**config.mk**
```make
export PLATFORM = sky130hd
export DESIGN_NAME = bif_top
export DESIGN_NICKNAME = d
export VERILOG_FILES = /design/src/bif_pkg.sv /design/src/bif_filter.sv /design/src/bif_top.sv
export VERILOG_INCLUDE_DIRS = /design/src
export SDC_FILE = /design/constraint.sdc
export NUM_CORES = 2
export LEC_CHECK = 0
export BUFFER_PORTS_ARGS = -buffer_cell sky130_fd_sc_hd__buf_2
export CAP_MARGIN = 10
export CORE_ASPECT_RATIO = 1.2
export CORE_MARGIN = 2
export CORE_UTILIZATION = 62
export CTS_CLUSTER_DIAMETER = 120
export CTS_CLUSTER_SIZE = 10
export DETAILED_ROUTE_END_ITERATION = 10
export PLACE_DENSITY = 0.81
export SKIP_CTS_REPAIR_TIMING = 1
export SLEW_MARGIN = 20
export SYNTH_ARGS = -nofsm -noshare
export SYNTH_HDL_FRONTEND = slang
export SYNTH_SLANG_ARGS = --single-unit
```
**constraint.sdc**
```tcl
create_clock -name sys_clk -period 15.6 [get_ports sys_clk]
set_input_delay 2.34 -clock sys_clk [delete_from_list [all_inputs] [get_ports sys_clk]]
set_output_delay 2.34 -clock sys_clk [all_outputs]
set_load 0.01 [all_outputs]
```
**src/bif_consts.svh**
```systemverilog
// Constants for the binary input filter and tap position decoder.
`ifndef BIF_CONSTS_SVH
`define BIF_CONSTS_SVH
`define BIF_CLK_HZ 125000000
`define BIF_TICK_MS 1
`define BIF_MS_PER_S 1000
`define BIF_TICK_CYCLES ((`BIF_CLK_HZ / `BIF_MS_PER_S) * `BIF_TICK_MS)
`define BIF_FILT_MAX_MS 86400000
`define BIF_FILT_W 27
`define BIF_POS_W 6
`define BIF_POS_MIN 6'h01
`define BIF_POS_MAX 6'h3E
`define BIF_POS_BAD 6'h3F
`define BIF_TAB_DEPTH 64
`define BIF_BCD_DIGIT_MAX 4'h9
`define BIF_BCD_TEN 8'h0A
`endif

```
**src/bif_pkg.sv**
```systemverilog
// Types shared by the binary input filter and tap position decoder.
`default_nettype none
package bif_pkg;
	typedef enum logic [1:0] {
		BIF_ENC_BINARY = 2'b00,
		BIF_ENC_BCD    = 2'b01,
		BIF_ENC_ONE_N  = 2'b10,
		BIF_ENC_TABLE  = 2'b11
	} bif_enc_t;
	typedef enum logic [1:0] {
		BIF_ISP_OFF   = 2'b00,
		BIF_ISP_ON    = 2'b01,
		BIF_ISP_UNDEF = 2'b10
	} bif_isp_t;
endpackage
`default_nettype wire

```
**src/bif_filter.sv**
```systemverilog
// One debounce channel timed by the shared millisecond tick.
`include "bif_consts.svh"
`default_nettype none
module bif_filter #(
	parameter int TW = `BIF_FILT_W
) (
	input  wire logic          sys_clk,
	input  wire logic          reset_n,
	input  wire logic          tick,
	input  wire logic          raw,
	input  wire logic [TW-1:0] filt_time,
	input  wire logic          retrigger,
	input  wire logic          hold,
	output logic               state
);
	logic          raw_q;
	logic          pending;
	logic [TW-1:0] count;
	logic          restart;
	logic          expired;

	assign restart = retrigger && (raw != raw_q);
	assign expired = (count >= filt_time);

	always_ff @(posedge sys_clk or negedge reset_n) begin
		if (!reset_n) begin
			raw_q <= 1'b0;
		end else begin
			raw_q <= raw;
		end
	end

	// A return to the passed state cancels the interval, so a bounce that
	// settles back never reaches the output.
	always_ff @(posedge sys_clk or negedge reset_n) begin
		if (!reset_n) begin
			pending <= 1'b0;
			count   <= '0;
		end else if (raw == state) begin
			pending <= 1'b0;
			count   <= '0;
		end else if (!pending || restart) begin
			pending <= 1'b1;
			count   <= '0;
		end else if (tick && (count != {TW{1'b1}})) begin
			count <= count + 1'b1;
		end
	end

	always_ff @(posedge sys_clk or negedge reset_n) begin
		if (!reset_n) begin
			state <= 1'b0;
		end else if (!hold && (raw != state) && pending && !restart
				&& expired) begin
			state <= raw;
		end
	end
endmodule
`default_nettype wire

```
**src/bif_top.sv**
```systemverilog
// Binary input filtering, two-bit position handling and tap decoding.
`include "bif_consts.svh"
`default_nettype none
module bif_top
	import bif_pkg::*;
#(
	parameter int N_IN        = 16,
	parameter int TW          = `BIF_FILT_W,
	parameter int TICK_CYCLES = `BIF_TICK_CYCLES
) (
	input  wire logic              sys_clk,
	input  wire logic              reset_n,
	input  wire logic [N_IN-1:0]   bin_in,
	input  wire logic [N_IN*TW-1:0] filt_time,
	input  wire logic [N_IN-1:0]   retrigger,
	input  wire logic [N_IN-1:0]   chatter_en,
	input  wire logic              chatter_block,
	input  wire logic [N_IN/2-1:0] pair_mode,
	input  wire logic [N_IN/2-1:0] pair_suppress,
	input  wire bif_pkg::bif_enc_t tap_enc,
	input  wire logic [7:0]        tap_first,
	input  wire logic [7:0]        tap_bits,
	input  wire logic [5:0]        tap_positions,
	input  wire logic [5:0]        tap_offset,
	input  wire logic [5:0]        tap_step,
	input  wire logic              tab_wr,
	input  wire logic [5:0]        tab_addr,
	input  wire logic [5:0]        tab_data,
	input  wire bif_pkg::bif_isp_t isp_reset_state,
	input  wire logic              isp_set,
	input  wire logic              isp_clr,
	input  wire logic [N_IN-1:0]   rec_sel,
	output logic [N_IN-1:0]        single_bit_indication,
	output logic [N_IN-1:0]        two_bit_position_indication,
	output logic [5:0]             tap_position_info,
	output bif_pkg::bif_isp_t      internal_single_bit_indication,
	output logic                   record_trig
);
	import bif_pkg::*;

	localparam int NP = N_IN / 2;
	localparam int CW = $clog2(TICK_CYCLES);
	localparam logic [CW-1:0] TICK_LAST = CW'(TICK_CYCLES - 1);

	logic [N_IN-1:0] sync_a;
	logic [N_IN-1:0] sync_b;
	logic [CW-1:0]   tick_cnt;
	logic            tick;
	logic [N_IN-1:0] filt;
	logic [N_IN-1:0] filt_q;
	logic [5:0]      tab_mem [`BIF_TAB_DEPTH];
	logic [N_IN-1:0] pattern;
	logic [5:0]      next_tap;
	logic            isp_init;

	// Field contacts are asynchronous to the core clock.
	always_ff @(posedge sys_clk or negedge reset_n) begin
		if (!reset_n) begin
			sync_a <= '0;
			sync_b <= '0;
		end else begin
			sync_a <= bin_in;
			sync_b <= sync_a;
		end
	end

	// One tick serves every channel, so a channel costs only its counter.
	always_ff @(posedge sys_clk or negedge reset_n) begin
		if (!reset_n) begin
			tick_cnt <= '0;
			tick     <= 1'b0;
		end else if (tick_cnt == TICK_LAST) begin
			tick_cnt <= '0;
			tick     <= 1'b1;
		end else begin
			tick_cnt <= tick_cnt + 1'b1;
			tick     <= 1'b0;
		end
	end

	genvar gi;
	generate
		for (gi = 0; gi < N_IN; gi++) begin : g_ch
			bif_filter #(.TW(TW)) u_filt (
				.sys_clk   (sys_clk),
				.reset_n   (reset_n),
				.tick      (tick),
				.raw       (sync_b[gi]),
				.filt_time (filt_time[gi*TW +: TW]),
				.retrigger (retrigger[gi]),
				.hold      (chatter_en[gi] && chatter_block),
				.state     (filt[gi])
			);
		end
		for (gi = 0; gi < NP; gi++) begin : g_pair
			logic a;
			logic b;
			logic inter_raw;
			assign a = sync_b[2*gi];
			assign b = sync_b[2*gi+1];
			logic [TW-1:0] icnt;
			logic [1:0]    ab_q;
			logic          ihold;
			assign inter_raw = (a == b);
			assign ihold = chatter_en[2*gi] && chatter_block;
			// An end position clears the count at once, so only a lasting
			// intermediate position waits out the delay of the first bit.
			always_ff @(posedge sys_clk or negedge reset_n) begin
				if (!reset_n) begin
					ab_q <= 2'b00;
					icnt <= '0;
				end else begin
					ab_q <= {b, a};
					if (!inter_raw) begin
						icnt <= '0;
					end else if (retrigger[2*gi] && ({b, a} != ab_q)) begin
						icnt <= '0;
					end else if (tick && (icnt != {TW{1'b1}})) begin
						icnt <= icnt + 1'b1;
					end
				end
			end
			always_ff @(posedge sys_clk or negedge reset_n) begin
				if (!reset_n) begin
					two_bit_position_indication[2*gi +: 2] <= 2'b00;
				end else if (!pair_mode[gi] || !pair_suppress[gi]) begin
					two_bit_position_indication[2*gi +: 2] <=
						{filt[2*gi+1], filt[2*gi]};
				end else if (!inter_raw) begin
					two_bit_position_indication[2*gi +: 2] <= {b, a};
				end else if (!ihold
						&& (icnt >= filt_time[2*gi*TW +: TW])) begin
					two_bit_position_indication[2*gi +: 2] <= {b, a};
				end
			end
		end
		if (N_IN % 2 == 1) begin : g_odd
			always_ff @(posedge sys_clk or negedge reset_n) begin
				if (!reset_n) begin
					two_bit_position_indication[N_IN-1] <= 1'b0;
				end else begin
					two_bit_position_indication[N_IN-1] <= filt[N_IN-1];
				end
			end
		end
	endgenerate

	assign single_bit_indication = filt;

	// Capture pulse for the fault record on any selected output change.
	always_ff @(posedge sys_clk or negedge reset_n) begin
		if (!reset_n) begin
			filt_q      <= '0;
			record_trig <= 1'b0;
		end else begin
			filt_q      <= filt;
			record_trig <= |((filt ^ filt_q) & rec_sel);
		end
	end

	always_ff @(posedge sys_clk) begin
		if (tab_wr) begin
			tab_mem[tab_addr] <= tab_data;
		end
	end

	// Maps a 1-based code to a shown position, or to the unknown value.
	function automatic logic [5:0] bif_place(input logic [7:0] code,
			input logic [5:0] npos, input logic [5:0] offs,
			input logic [5:0] step);
		logic [15:0] p;
		p = 16'h0000;
		if ((code == 8'h00) || (code > {2'b00, npos})) begin
			bif_place = `BIF_POS_BAD;
		end else begin
			p = 16'({10'h000, offs}) + 16'({8'h00, code} - 16'h0001)
				* 16'({10'h000, step}) + 16'h0001;
			if ((p < 16'({10'h000, `BIF_POS_MIN}))
					|| (p > 16'({10'h000, `BIF_POS_MAX}))) begin
				bif_place = `BIF_POS_BAD;
			end else begin
				bif_place = p[5:0];
			end
		end
	endfunction

	// Consecutive inputs starting at the first one form the pattern.
	always_comb begin
		pattern = '0;
		for (int i = 0; i < N_IN; i++) begin
			if ((i < int'(tap_bits)) && (int'(tap_first) + i < N_IN)) begin
				pattern[i] = filt[int'(tap_first) + i];
			end
		end
	end

	always_comb begin
		logic [7:0] code;
		logic [7:0] ones;
		logic       bad;
		code = 8'h00;
		ones = 8'h00;
		bad  = 1'b0;
		next_tap = `BIF_POS_BAD;
		if ((tap_bits == 8'h00) || (int'(tap_bits) > N_IN)) begin
			bad = 1'b1;
		end
		case (tap_enc)
			BIF_ENC_BINARY: begin
				// An all-zero pattern gives code zero, hence unknown.
				code = 8'(pattern);
			end
			BIF_ENC_BCD: begin
				if ((pattern[3:0] > `BIF_BCD_DIGIT_MAX)
						|| (pattern[7:4] > `BIF_BCD_DIGIT_MAX)) begin
					bad = 1'b1;
				end
				code = 8'({4'h0, pattern[7:4]}) * `BIF_BCD_TEN
					+ 8'({4'h0, pattern[3:0]});
			end
			BIF_ENC_ONE_N: begin
				for (int i = 0; i < N_IN; i++) begin
					if (pattern[i]) begin
						ones = ones + 8'h01;
						code = 8'(i + 1);
					end
				end
				if (ones != 8'h01) begin
					bad = 1'b1;
				end
			end
			default: begin
				code = {2'b00, tab_mem[pattern[5:0]]};
				if ((code[5:0] == 6'h00) || (code[5:0] == `BIF_POS_BAD)) begin
					bad = 1'b1;
				end
			end
		endcase
		if (bad) begin
			next_tap = `BIF_POS_BAD;
		end else if (tap_enc == BIF_ENC_TABLE) begin
			next_tap = code[5:0];
		end else begin
			next_tap = bif_place(code, tap_positions, tap_offset,
				tap_step);
		end
	end

	always_ff @(posedge sys_clk or negedge reset_n) begin
		if (!reset_n) begin
			tap_position_info <= `BIF_POS_BAD;
		end else begin
			tap_position_info <= next_tap;
		end
	end

	// The configured state is loaded at the first edge after release,
	// since an asynchronous reset may only load a constant.
	always_ff @(posedge sys_clk or negedge reset_n) begin
		if (!reset_n) begin
			isp_init                       <= 1'b0;
			internal_single_bit_indication <= BIF_ISP_UNDEF;
		end else if (!isp_init) begin
			isp_init                       <= 1'b1;
			internal_single_bit_indication <= isp_reset_state;
		end else if (isp_set) begin
			internal_single_bit_indication <= BIF_ISP_ON;
		end else if (isp_clr) begin
			internal_single_bit_indication <= BIF_ISP_OFF;
		end
	end
endmodule
`default_nettype wire

```
==> reports/metrics.cfg <==
[sta]
finalHoldWorstSlack_ns = 0.346
finalSetupTns_ns = 0
skew_ns = 0.0174
setup_violations = 0
hold_violations = 0
rsz0062_at_grt = false
period_needed_ns = 14.14
relSlewSlack_pct = 21.9
drv_slew = 0
maxClockFrequency_ghz = 0.0707
fin_crit_sh_pct = 90.7
tightest_slew_ns = 1.17

[power]
netSwitchingFraction_pct = 25.6
power_density_nw_per_um2 = 81.1
p_int_w = 0.00507
vdd_drop_max_mv = 0.0906
p_clk_share_pct = 41.4
power_w = 0.00681
seqPwrFrac_pct = 47.3
comb_power_share_pct = 11.4
p_leak_nw = 38.9
p_switching_w = 0.00174

[synth]
muxShareOfSynthArea_pct = 2.94
synthDominantCellAreaShare_pct = 25.8
synth-compound-area-share_pct = 10.5
synthFlopType = dfrtp_1
ys_seq_elements = 1172
synth_simple_gate_area_share_pct = 19.0
synth-adder-area-share_pct = 13.9
synthDistinctLibCells = 111
ys_seq_area_share_pct = 41.3
yosysWarnings = 0
ys_async_sr_fraction_pct = 67.2
syn-num-nets = 9326
yosysTopAreaCell = dfrtp_1
syn_avg_cell_area_sq_um = 9.52
synth_top_family_by_area = simple AND/OR/NAND/NOR gates
synth_xor_area_share_pct = 7.67
synth_edf_count = 384
syn-cell-area_sq_um = 75700
ys_top_cells_by_area = dfrtp_1, edfxtp_1, ha_1
synth_cells = 7948

[run_status]
status = completed

[worst_hold_path]
holdPathStages = 0
hp-start = sync_a[9]
hold-path-endpoint = sync_b[9]
min_path_type = register to register

[critical_path]
end_kind = register
timing.rr.end = tap_position_info[1]
rr_startpoint = g_ch[13].u_filt.state
path_common_cell = inv_1
cp.arrival_ns = 14.81
r2r_cells = 39
cp_max_fo = 37
max_stage_delay_ns = 0.66
critPathKind = input pin to register
rrSetupSlack_ns = 3.00
critPathLaunchType = input pin
cp.required_ns = 16.27
crit_slowest_cell = a2111oi_0

[grt]
antenna_found_initial = 61
grt_pass1_vias = 62396
grt_pass1_wl_um = 328000
grt_max_degree = 149
grt_use_total_pct = 33.3
overflow = 0

[place]
portBuffers = 608
gp_congestion = 0.941
hpwlAfterDp_um = 155000

[clock_tree]
cts_buffers = 135
htreeDepth = 4
cts_tree = built
clockBufferDepth = 3
cts.clk_slew.worst_paths_ns = 0.06
cts_sinks = 1172
root_buffer = clkbuf_16
clock_latency_ns = 0.78

[final_layout]
syn_to_final_growth_pct = 11.0
finalNetCount = 9875
drive_gt1_share_pct = 11.2
fillCellCount = 9220
final_cell_mix = nor2_1, nand2_1, dfrtp_1
final_common_cell = nor2_1
seqCellArea_sq_um = 31300
multiInputGateArea_sq_um = 40900

[drt]
wl_per_cell_um = 20.5
drt-initial-drc-count = 5178
drc = 0
ant_nets = 0
routed_wl_um = 209000
vias = 61955
viasPerCell = 6.08
firstDrtPassIters = 6

[run]
cap_violations = 0

[floorplanning]
pin_count = 609
core-area_sq_um = 121000
die_w_um = 323
placementRows = 140
dieArea_sq_um = 125000
die_y_um = 387
start_util_pct = 62.4

power by group through the flow:
stage | logic, W | clock network [W] | registers, W
floorplan | 0.000478 | 0 | 0.00327
global placement | 0.000750 | 0 | 0.00328
detailed placement | 0.000768 | 0 | 0.00328
CTS | 0.000774 | 0.00286 | 0.00322
global route | 0.000870 | 0.00297 | 0.00322
finish | 0.000774 | 0.00282 | 0.00322
worst max-delay path: cells and delay by family:
kind | cells | cell delay, ns
mux | 3 | 0.83
xor+xnor | 2 | 0.61
compound gates | 16 | 4.35
buf+inv | 8 | 1.86
fa+ha+maj | 6 | 2.79
simple gates | 7 | 1.96
synthesized netlist by cell type (120+ instances only):
master,n
a21oi_1,350
and3_1,195
clkbuf_1,182
dfrtp_1,781
edfxtp_1,384
ha_1,763
inv_1,642
nand2_1,822
nand3_1,360
nand4_1,204
nor2_1,827
nor2b_1,120
o21a_1,208
o21ai_0,260
or3_1,131
xnor2_1,198
xor2_1,439
worst max path at each step:
stage | start | end
final | tap_first[0] | tap_position_info[1]
after global routing | tap_first[0] | tap_position_info[5]
after CTS | tap_first[0] | tap_position_info[1]
after detailed placement | tap_first[0] | tap_position_info[1]
after global placement | tap_first[0] | tap_position_info[1]
after floorplan | tap_first[0] | tap_position_info[0]
cell families after synthesis:
kind of cell,Yosys count
AND/OR/NAND/NOR,3008
AO/OA/AOI/OAI,1229
flip-flops,1172
buffers and inverters,903
adder cells (fa/ha/maj),811
XOR/XNOR,647
multiplexers,177
other,1
sequential cells by signal, indices dropped and copies added, names as in the netlist:
register	count
filt_q	16
g_ch.u_filt.count	432
g_ch.u_filt.pending	16
g_ch.u_filt.state	16
g_pair.ab_q	16
g_pair.icnt	216
internal_single_bit_indication	2
isp_init	1
record_trig	1
sync_a	16
sync_b	16
tab_mem	384
tap_position_info	6
tick	1
tick_cnt	17
two_bit_position_indication	16
metrics by stage:
step           area, sq um  cells  utilization (%)  setup WS, ns
2_1_floorplan        75700   7948                -          1.52
3_3_place_gp         80200   9992             66.1          1.46
3_5_place_dp         80200   9993             66.2         0.981
4_1_cts              83900  10162             69.2          1.78
5_1_grt              83900  10179             69.2         0.759
6_report             84000  10194             69.3          1.46
cell type report:
type,instances,area share (%)
sequential,1172,37.2
clock inverter,14,0.273
inverter,649,2.91
antenna,32,0.0954
timing repair buffer,666,4.22
tap,1633,2.43
clock buffer,155,4.14
multi-input combinational,5873,48.7
layer usage:
metal	vias to the layer above	part of all wire, %	track usage, %
li1	28895	-	-
met1	29858	38	39.8
met2	2495	48	55.0
met3	649	8.3	7.61
met4	58	5.9	18.8
met5	-	0.17	0
Note: power is estimated with default switching activity, not from simulation.
